File: config.mk
export PLATFORM = sky130hd
export DESIGN_NAME = pmc_top
export DESIGN_NICKNAME = d
export VERILOG_FILES = /design/src/pmc_pkg.sv /design/src/pmc_event_counter.sv /design/src/pmc_top.sv
export SDC_FILE = /design/constraint.sdc
export NUM_CORES = 1
export LEC_CHECK = 0
export BUFFER_PORTS_ARGS = -buffer_cell sky130_fd_sc_hd__clkbuf_2
export CORE_UTILIZATION = 55
export CTS_BUF_LIST = sky130_fd_sc_hd__clkbuf_2
export CTS_CLUSTER_DIAMETER = 60
export DETAILED_ROUTE_END_ITERATION = 6
export PLACE_DENSITY = 0.79
export SLEW_MARGIN = 20
export SYNTH_ARGS = -nofsm -noshare
export SYNTH_HDL_FRONTEND = slang
export SYNTH_SLANG_ARGS = --single-unit
File: constraint.sdc
create_clock -name clk -period 7.6 [get_ports clk]
set_input_delay 1.52 -clock clk [delete_from_list [all_inputs] [get_ports clk]]
set_output_delay 1.52 -clock clk [all_outputs]
set_load 0.05 [all_outputs]
File: src/pmc_pkg.sv
// pmc_pkg: shared constants and carriers for the performance monitor counters.
// assumes a single processor clock domain; event strobes are synchronous to it.
package pmc_pkg;

    // coprocessor access decode
    localparam logic [3:0] PMC_CRM_PERF = 4'hc;
    localparam logic [2:0] PMC_OP2_CTRL = 3'h0;
    localparam logic [2:0] PMC_OP2_CYC = 3'h1;
    localparam logic [2:0] PMC_OP2_EVA = 3'h2;
    localparam logic [2:0] PMC_OP2_EVB = 3'h3;

    // control register field positions
    localparam int PMC_SEL_A_HI = 27;
    localparam int PMC_SEL_A_LO = 20;
    localparam int PMC_SEL_B_HI = 19;
    localparam int PMC_SEL_B_LO = 12;
    localparam int PMC_FLAG_HI = 10;
    localparam int PMC_FLAG_LO = 8;
    localparam int PMC_IEN_HI = 6;
    localparam int PMC_IEN_LO = 4;
    localparam int PMC_DIV_BIT = 3;
    localparam int PMC_RST_CYC_BIT = 2;
    localparam int PMC_RST_EV_BIT = 1;
    localparam int PMC_EN_BIT = 0;

    // index into flag and enable triplets
    localparam int PMC_IDX_CYC = 2;
    localparam int PMC_IDX_B = 1;
    localparam int PMC_IDX_A = 0;

    // reset values
    localparam logic [7:0] PMC_SEL_RST = 8'h00;
    localparam logic [2:0] PMC_TRIO_RST = 3'h0;
    localparam logic [31:0] PMC_WORD_ZERO = 32'h0000_0000;

    // event codes
    localparam logic [7:0] PMC_EV_ICACHE_MISS = 8'h00;
    localparam logic [7:0] PMC_EV_IBUF_STALL = 8'h01;
    localparam logic [7:0] PMC_EV_DEP_STALL = 8'h02;
    localparam logic [7:0] PMC_EV_LAST = 8'h14;
    localparam logic [7:0] PMC_EV_EVERY = 8'hff;

    // field order puts event code n at bit n of the packed value
    typedef struct packed {
        logic wr_merge;        // 0x14
        logic sbuf_drain;      // 0x13
        logic lsq_full_stall;  // 0x12
        logic ext_mem_req;     // 0x11
        logic main_tlb_miss;   // 0x10
        logic pc_changed;      // 0x0f
        logic dc_evict;        // 0x0e
        logic dc_wr_miss;      // 0x0d
        logic dc_wr;           // 0x0c
        logic dc_rd_miss;      // 0x0b
        logic dc_rd;           // 0x0a
        logic folded_exec;     // 0x09
        logic instr_exec;      // 0x08
        logic br_mispredict;   // 0x07
        logic br_not_pred;     // 0x06
        logic br_exec;         // 0x05
        logic d_utlb_miss;     // 0x04
        logic i_utlb_miss;     // 0x03
        logic dep_stall;       // 0x02
        logic ibuf_stall;      // 0x01
        logic icache_miss;     // 0x00
    } pmc_events_s;

    typedef struct packed {
        logic valid;
        logic write;
        logic [2:0] opc2;
        logic [3:0] crm;
        logic [31:0] wdata;
    } pmc_cp_req_s;

endpackage

File: src/pmc_event_counter.sv
// pmc_event_counter: one counter with its own event selector.
// assumes events are single-cycle-per-occurrence strobes on clk.
`timescale 1ns/10ps
module pmc_event_counter
    import pmc_pkg::*;
#(
    parameter int CNT_W = 32
) (
    // clock and reset
    input wire logic clk,
    input wire logic rstn,
    // counting
    input wire logic count_on,
    input wire logic [7:0] sel,
    input wire pmc_events_s events,
    // software access
    input wire logic clear,
    input wire logic wr_en,
    input wire logic [CNT_W-1:0] wr_data,
    // state
    output logic [CNT_W-1:0] count_ff,
    output logic ovf
);
    logic [$bits(pmc_events_s)-1:0] ev_vec;
    logic hit;
    logic inc;

    generate
        if (CNT_W < 2) begin : g_bad_width
            $error("pmc_event_counter: CNT_W too small");
        end
    endgenerate

    assign ev_vec = events;

    // undefined codes never count
    always_comb begin
        hit = 1'b0;
        if (sel == PMC_EV_EVERY) begin
            hit = 1'b1;
        end else if (sel <= PMC_EV_LAST) begin
            hit = ev_vec[sel[4:0]];
        end
    end

    assign inc = count_on & hit & ~clear & ~wr_en;
    assign ovf = inc & (&count_ff);

    // software clear and load win over an increment in the same cycle
    always_ff @(posedge clk) begin
        if (!rstn) begin
            count_ff <= '0;
        end else if (clear) begin
            count_ff <= '0;
        end else if (wr_en) begin
            count_ff <= wr_data;
        end else if (inc) begin
            count_ff <= count_ff + 1'b1;
        end
    end
endmodule

File: src/pmc_top.sv
// pmc_top: performance monitor control register, two event counters and a cycle counter.
// assumes coprocessor transfers and event strobes arrive synchronous to clk.
//
// Operation
// - control register reached with secondary opcode 0, CRm c12, full word.
// - bits 27:20 select the event for counter a.
// - bits 19:12 select the event for counter b.
// - overflow sets flag bit 10 cycle, 9 counter b, 8 counter a.
// - writing 1 clears a flag; writing 0 leaves it.
// - bits 6:4 are per-counter interrupt enables, cycle, b, a.
// - bit 3 clear counts every clock; set counts every 64th clock.
// - writing 1 to bit 2 zeroes the cycle counter.
// - writing 1 to bit 1 zeroes both event counters.
// - bit 0 enables or stops all three counters together.
// - interrupts leave on the perf interrupt output bus only.
// - counting starts three cycles after enabling.
// - codes 00, 03, 04, 10 are cache and translation misses.
// - codes 01 and 02 count every stalled cycle.
// - codes 05 to 09 are branch and instruction events.
// - codes 0a to 0e are data cache events.
// - codes 0f, 11 to 14 are further pipeline events.
// - code ff counts every cycle; undefined codes must not be used.
// - cycle counter is 32 bits and flags overflow.
// - divide option extends rollover to 2^38 cycles.
// - event counters reset to zero; cycle counter unpredictable, though this design resets it to zero as well.
// - counters accessed with opcodes 1, 2, 3 at CRm c12.
// - each event counter is 32 bits and flags overflow.
`timescale 1ns/10ps
module pmc_top
    import pmc_pkg::*;
#(
    parameter int CNT_W = 32,
    parameter int DIV_RATIO = 64,
    parameter int EN_DELAY = 3
) (
    // clock and reset
    input wire logic clk,
    input wire logic rstn,
    // coprocessor transfer
    input wire pmc_cp_req_s cp_req,
    output logic [31:0] cp_rdata_ff,
    output logic cp_rvalid_ff,
    // pipeline events
    input wire pmc_events_s events,
    // interrupt lines, index 2 cycle, 1 counter b, 0 counter a
    output logic [2:0] perf_irq_out
);
    localparam int DIV_W = $clog2(DIV_RATIO);
    localparam logic [DIV_W-1:0] DIV_MAX = DIV_W'(DIV_RATIO - 1);

    generate
        if (CNT_W != 32 || DIV_RATIO < 2 || (DIV_RATIO & (DIV_RATIO - 1)) != 0
            || EN_DELAY != 3) begin : g_bad_params
            $error("pmc_top: unsupported parameter values");
        end
    endgenerate

    logic [7:0] event_select_a_ff;
    logic [7:0] event_select_b_ff;
    logic [2:0] overflow_irq_enables_ff;
    logic [2:0] flag_ff;
    logic div_ff;
    logic en_ff;
    logic [EN_DELAY-2:0] en_pipe_ff;
    logic [DIV_W-1:0] prescale_ff;
    logic [2:0] irq_ff;
    logic count_on;
    logic cyc_tick;
    logic cp_hit;
    logic ctl_wr;
    logic cyc_wr;
    logic eva_wr;
    logic evb_wr;
    logic rst_cyc;
    logic rst_ev;
    logic [2:0] ovf;
    logic [CNT_W-1:0] event_counter_a;
    logic [CNT_W-1:0] event_counter_b;
    logic [CNT_W-1:0] cycle_counter;
    logic [31:0] perf_monitor_control;
    logic [31:0] nxt_rdata;

    // decode
    assign cp_hit = cp_req.valid & (cp_req.crm == PMC_CRM_PERF);
    assign ctl_wr = cp_hit & cp_req.write & (cp_req.opc2 == PMC_OP2_CTRL);
    assign cyc_wr = cp_hit & cp_req.write & (cp_req.opc2 == PMC_OP2_CYC);
    assign eva_wr = cp_hit & cp_req.write & (cp_req.opc2 == PMC_OP2_EVA);
    assign evb_wr = cp_hit & cp_req.write & (cp_req.opc2 == PMC_OP2_EVB);
    assign rst_cyc = ctl_wr & cp_req.wdata[PMC_RST_CYC_BIT];
    assign rst_ev = ctl_wr & cp_req.wdata[PMC_RST_EV_BIT];

    // control fields; reserved bits are never stored
    always_ff @(posedge clk) begin
        if (!rstn) begin
            event_select_a_ff <= PMC_SEL_RST;
            event_select_b_ff <= PMC_SEL_RST;
            overflow_irq_enables_ff <= PMC_TRIO_RST;
            div_ff <= 1'b0;
            en_ff <= 1'b0;
        end else if (ctl_wr) begin
            event_select_a_ff <= cp_req.wdata[PMC_SEL_A_HI:PMC_SEL_A_LO];
            event_select_b_ff <= cp_req.wdata[PMC_SEL_B_HI:PMC_SEL_B_LO];
            overflow_irq_enables_ff <= cp_req.wdata[PMC_IEN_HI:PMC_IEN_LO];
            div_ff <= cp_req.wdata[PMC_DIV_BIT];
            en_ff <= cp_req.wdata[PMC_EN_BIT];
        end
    end

    // overflow flags: a new overflow wins over a clearing write
    always_ff @(posedge clk) begin
        if (!rstn) begin
            flag_ff <= PMC_TRIO_RST;
        end else begin
            flag_ff <= (flag_ff & ~({3{ctl_wr}} & cp_req.wdata[PMC_FLAG_HI:PMC_FLAG_LO]))
                       | ovf;
        end
    end

    // enable pipeline mirrors the pipeline's start-up latency
    always_ff @(posedge clk) begin
        if (!rstn) begin
            en_pipe_ff <= '0;
        end else begin
            en_pipe_ff <= {en_pipe_ff[EN_DELAY-3:0], en_ff};
        end
    end
    assign count_on = en_ff & en_pipe_ff[EN_DELAY-2];

    // prescaler; cleared with the cycle counter so a reset restarts a full period
    always_ff @(posedge clk) begin
        if (!rstn) begin
            prescale_ff <= '0;
        end else if (rst_cyc || cyc_wr) begin
            prescale_ff <= '0;
        end else if (count_on && div_ff) begin
            prescale_ff <= prescale_ff + 1'b1;
        end
    end
    assign cyc_tick = count_on & (~div_ff | (prescale_ff == DIV_MAX));

    // counters; cycle counter reuses the selector fed with the every-cycle code
    pmc_event_counter #(.CNT_W(CNT_W)) u_cnt_a (
        .clk(clk),
        .rstn(rstn),
        .count_on(count_on),
        .sel(event_select_a_ff),
        .events(events),
        .clear(rst_ev),
        .wr_en(eva_wr),
        .wr_data(cp_req.wdata),
        .count_ff(event_counter_a),
        .ovf(ovf[PMC_IDX_A])
    );

    pmc_event_counter #(.CNT_W(CNT_W)) u_cnt_b (
        .clk(clk),
        .rstn(rstn),
        .count_on(count_on),
        .sel(event_select_b_ff),
        .events(events),
        .clear(rst_ev),
        .wr_en(evb_wr),
        .wr_data(cp_req.wdata),
        .count_ff(event_counter_b),
        .ovf(ovf[PMC_IDX_B])
    );

    pmc_event_counter #(.CNT_W(CNT_W)) u_cnt_cyc (
        .clk(clk),
        .rstn(rstn),
        .count_on(cyc_tick),
        .sel(PMC_EV_EVERY),
        .events(events),
        .clear(rst_cyc),
        .wr_en(cyc_wr),
        .wr_data(cp_req.wdata),
        .count_ff(cycle_counter),
        .ovf(ovf[PMC_IDX_CYC])
    );

    // reset bits read back as zero, a safe pick for an unpredictable read
    always_comb begin
        perf_monitor_control = PMC_WORD_ZERO;
        perf_monitor_control[PMC_SEL_A_HI:PMC_SEL_A_LO] = event_select_a_ff;
        perf_monitor_control[PMC_SEL_B_HI:PMC_SEL_B_LO] = event_select_b_ff;
        perf_monitor_control[PMC_FLAG_HI:PMC_FLAG_LO] = flag_ff;
        perf_monitor_control[PMC_IEN_HI:PMC_IEN_LO] = overflow_irq_enables_ff;
        perf_monitor_control[PMC_DIV_BIT] = div_ff;
        perf_monitor_control[PMC_EN_BIT] = en_ff;
    end

    always_comb begin
        case (cp_req.opc2)
            PMC_OP2_CTRL: nxt_rdata = perf_monitor_control;
            PMC_OP2_CYC: nxt_rdata = cycle_counter;
            PMC_OP2_EVA: nxt_rdata = event_counter_a;
            PMC_OP2_EVB: nxt_rdata = event_counter_b;
            default: nxt_rdata = PMC_WORD_ZERO;
        endcase
    end

    // read answer one cycle after the request
    always_ff @(posedge clk) begin
        if (!rstn) begin
            cp_rdata_ff <= PMC_WORD_ZERO;
            cp_rvalid_ff <= 1'b0;
        end else begin
            cp_rvalid_ff <= cp_hit & ~cp_req.write;
            if (cp_hit && !cp_req.write) begin
                cp_rdata_ff <= nxt_rdata;
            end
        end
    end

    // level interrupt per counter; masking beyond this is the controller's job
    always_ff @(posedge clk) begin
        if (!rstn) begin
            irq_ff <= PMC_TRIO_RST;
        end else begin
            irq_ff <= flag_ff & overflow_irq_enables_ff;
        end
    end
    assign perf_irq_out = irq_ff;

    // checks
    property p_sel_a;
        @(posedge clk) disable iff (!rstn)
        ctl_wr |=> event_select_a_ff == $past(cp_req.wdata[PMC_SEL_A_HI:PMC_SEL_A_LO]);
    endproperty
    a_sel_a: assert property (p_sel_a) else $error("select a not loaded");

    property p_sel_b;
        @(posedge clk) disable iff (!rstn)
        ctl_wr |=> event_select_b_ff == $past(cp_req.wdata[PMC_SEL_B_HI:PMC_SEL_B_LO]);
    endproperty
    a_sel_b: assert property (p_sel_b) else $error("select b not loaded");

    property p_ovf_flag;
        @(posedge clk) disable iff (!rstn)
        ovf[PMC_IDX_CYC] |=> flag_ff[PMC_IDX_CYC] && cycle_counter == '0;
    endproperty
    a_ovf_flag: assert property (p_ovf_flag) else $error("cycle overflow not flagged");

    property p_flag_clear;
        @(posedge clk) disable iff (!rstn)
        ctl_wr && cp_req.wdata[PMC_FLAG_LO] && !ovf[PMC_IDX_A] |=> !flag_ff[PMC_IDX_A];
    endproperty
    a_flag_clear: assert property (p_flag_clear) else $error("flag a not cleared");

    property p_irq;
        @(posedge clk) disable iff (!rstn)
        ##1 perf_irq_out == $past(flag_ff & overflow_irq_enables_ff);
    endproperty
    a_irq: assert property (p_irq) else $error("irq line mismatch");

    property p_start_delay;
        @(posedge clk) disable iff (!rstn)
        $rose(en_ff) |-> !count_on ##1 !count_on ##1 (count_on || !en_ff);
    endproperty
    a_start_delay: assert property (p_start_delay) else $error("start delay wrong");

    property p_div;
        @(posedge clk) disable iff (!rstn)
        count_on && div_ff && !cp_hit && prescale_ff != DIV_MAX |=> $stable(cycle_counter);
    endproperty
    a_div: assert property (p_div) else $error("divided tick too early");

    property p_div_tick;
        @(posedge clk) disable iff (!rstn)
        count_on && div_ff && !cp_hit && prescale_ff == DIV_MAX
        |=> cycle_counter == $past(cycle_counter) + 1'b1;
    endproperty
    a_div_tick: assert property (p_div_tick) else $error("divided tick missed");

    property p_cyc_load;
        @(posedge clk) disable iff (!rstn)
        cyc_wr |=> cycle_counter == $past(cp_req.wdata);
    endproperty
    a_cyc_load: assert property (p_cyc_load) else $error("cycle counter not loaded");

    property p_rst_cyc;
        @(posedge clk) disable iff (!rstn)
        rst_cyc |=> cycle_counter == '0;
    endproperty
    a_rst_cyc: assert property (p_rst_cyc) else $error("cycle counter not reset");

    property p_rst_ev;
        @(posedge clk) disable iff (!rstn)
        rst_ev |=> event_counter_a == '0 && event_counter_b == '0;
    endproperty
    a_rst_ev: assert property (p_rst_ev) else $error("event counters not reset");

    property p_stopped;
        @(posedge clk) disable iff (!rstn)
        !en_ff && !cp_hit |=> $stable(cycle_counter) && $stable(event_counter_a);
    endproperty
    a_stopped: assert property (p_stopped) else $error("counted while disabled");

    property p_every;
        @(posedge clk) disable iff (!rstn)
        count_on && event_select_b_ff == PMC_EV_EVERY && !cp_hit
        |=> event_counter_b == $past(event_counter_b) + 1'b1;
    endproperty
    a_every: assert property (p_every) else $error("every-cycle code missed");

    c_ovf_a: cover property (@(posedge clk) disable iff (!rstn) ovf[PMC_IDX_A]);
    c_irq: cover property (@(posedge clk) disable iff (!rstn) |perf_irq_out);
    c_div_tick: cover property (@(posedge clk) disable iff (!rstn) cyc_tick && div_ff);
endmodule

# Yosys cells after proc, flatten, opt, wreduce, memory -nomap -nowiden
# Index checks and enable logic that the tools add are counted.
[totals]
reg_bits = 164
in_bits = 64
word_cells = 94
[op_classes]
addsub = 4
n_lt_le_gt_ge = 4
eq_ne = 7
muxes = 15
bitwise_logic = 36
n_reduce_logical = 14
[ops]
columns = ["op", "count"]
rows = [
  ["$mux 32", 6],
  ["$pmux 32 s4", 1],
  ["$add 32x1->32 const B", 3],
  ["$reduce_and 32->1", 3],
  ["$and 1x1->1", 22],
  ["$eq 8x8->1 const B", 2],
  ["$le 8x5->1 const B", 2],
  ["$lt 5x6->1 const B", 2],
  ["$bmux 1 s5", 2],
  ["$and 3x3->3", 3],
  ["$not 1->1", 8],
  ["$add 6x1->6 const B", 1],
  ["$eq 3x2->1 const B", 2],
  ["$eq 6x6->1 const B", 1],
  ["$mux 1", 6],
  ["$reduce_bool 2->1", 3],
  ["$reduce_or 2->1", 3],
  ["$eq 4x4->1 const B", 1],
  ["$eq 3x1->1 const B", 1],
  ["$logic_not 3->1", 1],
  ["$not 3->3", 1],
  ["$or 3x3->3", 1],
  ["$logic_and 1x1->1", 2],
  ["$logic_not 1->1", 1],
  ["2 further kinds", 2],
]

# Logic depth before layout (Yosys ltp)
[logic_depth]
ltp_word = 10
ltp_mapped = 10

# Hierarchy
# A second synthesis with hierarchy kept.
[unflattened]
cells_unflattened = 1117
hier_area_um2 = 10181.0
[modules_own_cells]
columns = ["module", "n_inst", "cells_per_inst", "area_each_um2", "seq_area_each_um2"]
rows = [
  ["pmc_event_counter", 3, 276, 2308.5, 640.6],
  ["pmc_top", 1, 289, 3255.6, 1361.3],
]

# Worst setup path before layout
# Ideal clock, no wire load.
[synth_timing]
path_kind = "input -> register"
startpoint = "in cp_req[37] (netlist bit)"
endpoint = "reg u_cnt_a.count_ff[10]"
arrival_ns = 3.404
t_required_ns = 7.471
setup_slack_ns = 4.067
stages = 9
n_path_buf = 2
path_cell_list = "or4b_2 -> o31ai_1 -> a31oi_1 -> nand2_1 -> buf_4 -> buf_4 -> nor3_1 -> xnor2_1 -> o21ai_0"
[synth_between]
elab_chain_cells = 7
[synth_rtl]
columns = ["item", "line", "source"]
rows = [
  ["start: declaration", "pmc_top.sv:40", "input wire pmc_cp_req_s cp_req,"],
  ["$logic_not 3->1", "pmc_top.sv:85", "assign ctl_wr = cp_hit & cp_req.write & (cp_req.opc2 == PMC_OP2_CTRL);"],
  ["$and 1x1->1", "pmc_top.sv:85", ""],
  ["$and 1x1->1", "pmc_top.sv:90", "assign rst_ev = ctl_wr & cp_req.wdata[PMC_RST_EV_BIT];"],
  ["$not 1->1", "pmc_event_counter.sv:46", "assign inc = count_on & hit & ~clear & ~wr_en;"],
  ["$and 1x1->1 (2 in series)", "pmc_event_counter.sv:46", ""],
  ["$reduce_bool 2->1 (no line)", "n/a", ""],
  ["end signal: assignment", "pmc_event_counter.sv:56", "count_ff <= wr_data;"],
  ["end signal: assignment", "pmc_event_counter.sv:58", "count_ff <= count_ff + 1'b1;"],
  ["end: declaration", "pmc_event_counter.sv:21", "output logic [CNT_W-1:0] count_ff,"],
]
# Several ways; a longest one is shown, not always the timed one.
# A chain may end at the register's enable or synchronous reset.

# Worst setup path in the final report
[layout_timing]
startpoint = "in cp_req[37] (netlist bit)"
endpoint = "reg u_cnt_b.count_ff[24]"
[layout_between]
elab_chain_cells = 7
[layout_rtl]
columns = ["item", "line"]
rows = [
  ["$logic_not 3->1", "pmc_top.sv:85"],
  ["$and 1x1->1", "pmc_top.sv:85"],
  ["$and 1x1->1", "pmc_top.sv:90"],
  ["$not 1->1", "pmc_event_counter.sv:46"],
  ["$and 1x1->1 (2 in series)", "pmc_event_counter.sv:46"],
  ["$reduce_bool 2->1 (no line)", "n/a"],
  ["end signal: assignment", "pmc_event_counter.sv:56"],
  ["end signal: assignment", "pmc_event_counter.sv:58"],
  ["end: declaration", "pmc_event_counter.sv:21"],
]
# Several ways; a longest one is shown, not always the timed one.

==> impl_metrics.tcl <==
set metrics [dict create \
    rows 45 \
    crit_buf_inv 1 \
    finalSetupViolCount 0 \
    ff_latch_area_sq_um 3280 \
    min_path_cells 1 \
    ys.flop_type "dfxtp_1" \
    drc_errors 0 \
    grt_pass1_vias 7564 \
    dr_total_vias 8524 \
    cp_slowest_cell "and2_1" \
    grtUsageTotal 0.325 \
    drt_iter0_drc 916 \
    finalHoldViolations 0 \
    syn_nets 1142 \
    dp_hpwl_um 18800 \
    synth_edf_count 0 \
    critical_path_arrival_ns 4.43 \
    place_inst 1322 \
    layout_common_cells "164 x dfxtp_1, 144 x nand2_1, 116 x clkbuf_2" \
    grt_pass1_wl_um 41200 \
    multi_input_area_sq_um 5090 \
    cts_tree "done" \
    max_freq_mhz 267 \
    io_buffers 99 \
    fin_crit_sh 0.492 \
    fin_crit_ns 3.74 \
    syn_area_per_cell_sq_um 8.18 \
    ff2ff_setup_slack_ns 4.34 \
    synth_warnings 0 \
    drv_slew 0 \
    worst_path_most_repeated_cell "nand2_1" \
    path_cells "clkbuf_2 > nor2b_1 > and2_1 > nand2_1 > nand2_1 > or4_1 > nand3_1" \
    dr.pass1.iters 6 \
    die_w_um 128 \
    cts_root_buf "clkbuf_2" \
    clk_latency_ns 0.79 \
    peakVddDrop_uv 87.4 \
    finalClockSkew_ns 0.0357 \
    ys_seq_elements 164 \
    start_util 0.572 \
    p_leak_nw 3.07 \
    worstHoldEndpoint "en_pipe_ff[1]" \
    routed_wl_um 26400 \
    seq_area_frac_synth 0.374 \
    drive_gt1_frac 0.158 \
    htree_num_levels 4 \
    cts_resized 0 \
    n_fill_cell 1404 \
    cpLargestDelayFamily "simple AND/OR/NAND/NOR gates" \
    antenna_found_initial 1 \
    stdcell_count 1355 \
    final_common_cell "dfxtp_1" \
    setup_tns_ns 0 \
    rsz0062_at_grt "false" \
    power_density_nw_per_um2 157 \
    ant_nets 0 \
    worst_slew_pin_slew_ns 1.07 \
    syn_area_sq_um 8790 \
    postSynthCellCount 1074 \
    routabilityCongestion 0.934 \
    cts.sinks 164 \
    synth.distinct_cells 62 \
    clockBufferDepth 2 \
    path_depth 7 \
    grt_overflow 0 \
    status "finished clean" \
    min-delay-start "en_pipe_ff[0]" \
    cts_buffers 17 \
    async_flop_share 0 \
    cp_max_fo 28 \
    critPathCaptureType "flop" \
    timing.critical_path.from_type "primary input" \
    die_h_um 128 \
    hold_buffers 0 \
    setup.worst_path.class "primary input to flop" \
    max_slew_margin 0.287 \
    holdCritPathClass "flop to flop" \
    ios 100 \
    wire_per_inst_um 19.5 \
    final_net_count 1198 \
    postCtsSetupBuffers 0 \
    ff2ff_path_depth 7 \
    viasPerCell 6.29 \
    critPathMaxStageDelay_ns 0.86 \
    worst-endpoint-required_ns 8.29 \
    dieArea_sq_um 16500 \
    syn_to_final_growth_pct 8.89 \
    cts.reportedPaths.clkPinSlew_ns 0.25 \
    r2r-end "u_cnt_a.count_ff[29]" \
    grt_max_degree 70 \
    whs_ns 0.472 \
    fp.coreArea_sq_um 15400 \
    worstReg2RegStart "event_select_a_ff[1]" \
    cap_violations 0 \
]
[report_power, final]
group | leakage, nW | internal (mW) | total (mW) | switching, mW
clock network | 0.163 | 0.170 | 0.529 | 0.359
registers | 1.32 | 0.870 | 0.880 | 0.0101
logic | 1.58 | 0.0304 | 0.0959 | 0.0656
total | 3.07 | 1.07 | 1.50 | 0.435
[stage by stage]
| stage | power [mW] | cell area, sq um | utilization | setup slack (ns) |
|---|---|---|---|---|
| 4_1_cts | 1.50 | 9560 | 0.622 | 3.79 |
| 2_1_floorplan | 0.939 | 8790 | - | 4.07 |
| 6_report | 1.50 | 9570 | 0.622 | 3.86 |
| 3_5_place_dp | 0.988 | 9290 | 0.604 | 2.93 |
| 5_1_grt | 1.55 | 9570 | 0.622 | 3.77 |
| 3_3_place_gp | 0.987 | 9290 | 0.604 | 2.97 |
[flip-flops by register name, indices dropped and copies added (netlist names)]
name and cells:
u_cnt_b.count_ff 32, flag_ff 3, perf_irq_out 3, u_cnt_cyc.count_ff 32
overflow_irq_enables_ff 3, div_ff 1, en_ff 1, event_select_b_ff 8
cp_rvalid_ff 1, prescale_ff 6, cp_rdata_ff 32, event_select_a_ff 8
en_pipe_ff 2, u_cnt_a.count_ff 32
[how the worst max path moves through the flow]
stage | to | start | slack (ns)
6_report | u_cnt_b.count_ff[24] | cp_req[37] | 3.86
5_1_grt | u_cnt_b.count_ff[1] | cp_req[37] | 3.77
3_5_place_dp | u_cnt_a.count_ff[27] | cp_req[36] | 2.93
4_1_cts | u_cnt_a.count_ff[27] | cp_req[36] | 3.79
2_1_floorplan | u_cnt_a.count_ff[10] | cp_req[37] | 4.07
3_3_place_gp | u_cnt_a.count_ff[27] | cp_req[36] | 2.97
[logic make-up (layout without fill, tap and decap cells)]
| family | count (synthesis) | count (layout) | synth area share |
|---|---|---|---|
| and+or+nand+nor | 416 | 416 | 0.241 |
| AOI/OAI and AO/OA | 280 | 280 | 0.198 |
| DFF | 164 | 164 | 0.374 |
| buffers and inverters | 97 | 166 | 0.0518 |
| xor gates and xnor gates | 86 | 86 | 0.0857 |
| muxes | 27 | 27 | 0.0447 |
| adders and majority gates | 4 | 4 | 0.00570 |
| other | 0 | 1 | 0 |
[synth_stat cells (2+ instances only)]
master | instances | share of area
a21oi_1 | 34 | 0.019
xor2_1 | 8 | 0.0080
nor2_1 | 56 | 0.024
nand2b_1 | 3 | 0.0021
a32oi_1 | 7 | 0.0070
or4_1 | 14 | 0.012
or2_2 | 6 | 0.0043
nor4_2 | 4 | 0.0057
and4_1 | 6 | 0.0060
clkbuf_1 | 54 | 0.023
ha_1 | 4 | 0.0057
mux4_1 | 3 | 0.0090
dfxtp_1 | 164 | 0.37
buf_4 | 3 | 0.0026
nor2b_1 | 3 | 0.0021
buf_6 | 5 | 0.0064
o21a_1 | 4 | 0.0034
o21ai_1 | 4 | 0.0023
a22oi_1 | 56 | 0.048
inv_1 | 26 | 0.011
o21ai_0 | 109 | 0.062
or3_1 | 3 | 0.0021
buf_2 | 2 | 0.0011
a21boi_0 | 24 | 0.021
nand2_1 | 146 | 0.062
buf_1 | 3 | 0.0013
nand4_1 | 25 | 0.018
nor3_1 | 26 | 0.015
nand3b_1 | 3 | 0.0026
nand3_1 | 55 | 0.031
xnor2_1 | 78 | 0.078
clkbuf_8 | 4 | 0.0063
a211oi_1 | 7 | 0.0060
and3_1 | 14 | 0.010
a31oi_1 | 26 | 0.019
nor4_1 | 24 | 0.017
and2_1 | 15 | 0.011
mux2_2 | 9 | 0.012
mux4_2 | 5 | 0.013
mux2i_1 | 10 | 0.011
[layout make-up]
| cell class | instances | area share |
|---|---|---|
| Tap cell | 211 | 0.0276 |
| Sequential cell | 164 | 0.343 |
| Clock inverter | 15 | 0.0192 |
| Clock buffer | 17 | 0.00889 |
| Timing Repair Buffer | 108 | 0.0588 |
| Inverter | 26 | 0.0102 |
| Antenna cell | 1 | 0.000262 |
| Multi-Input combinational cell | 813 | 0.532 |
[layer usage]
| layer | global-route usage | part of all wire | up-vias |
|---|---|---|---|
| li1 | - | - | 4005 |
| met1 | 0.461 | 0.42 | 3971 |
| met2 | 0.492 | 0.44 | 488 |
| met3 | 0.0636 | 0.11 | 60 |
| met4 | 0.115 | 0.025 | 0 |
| met5 | 0 | 0 | - |
No activity file was read; power rests on OpenSTA's default activity.
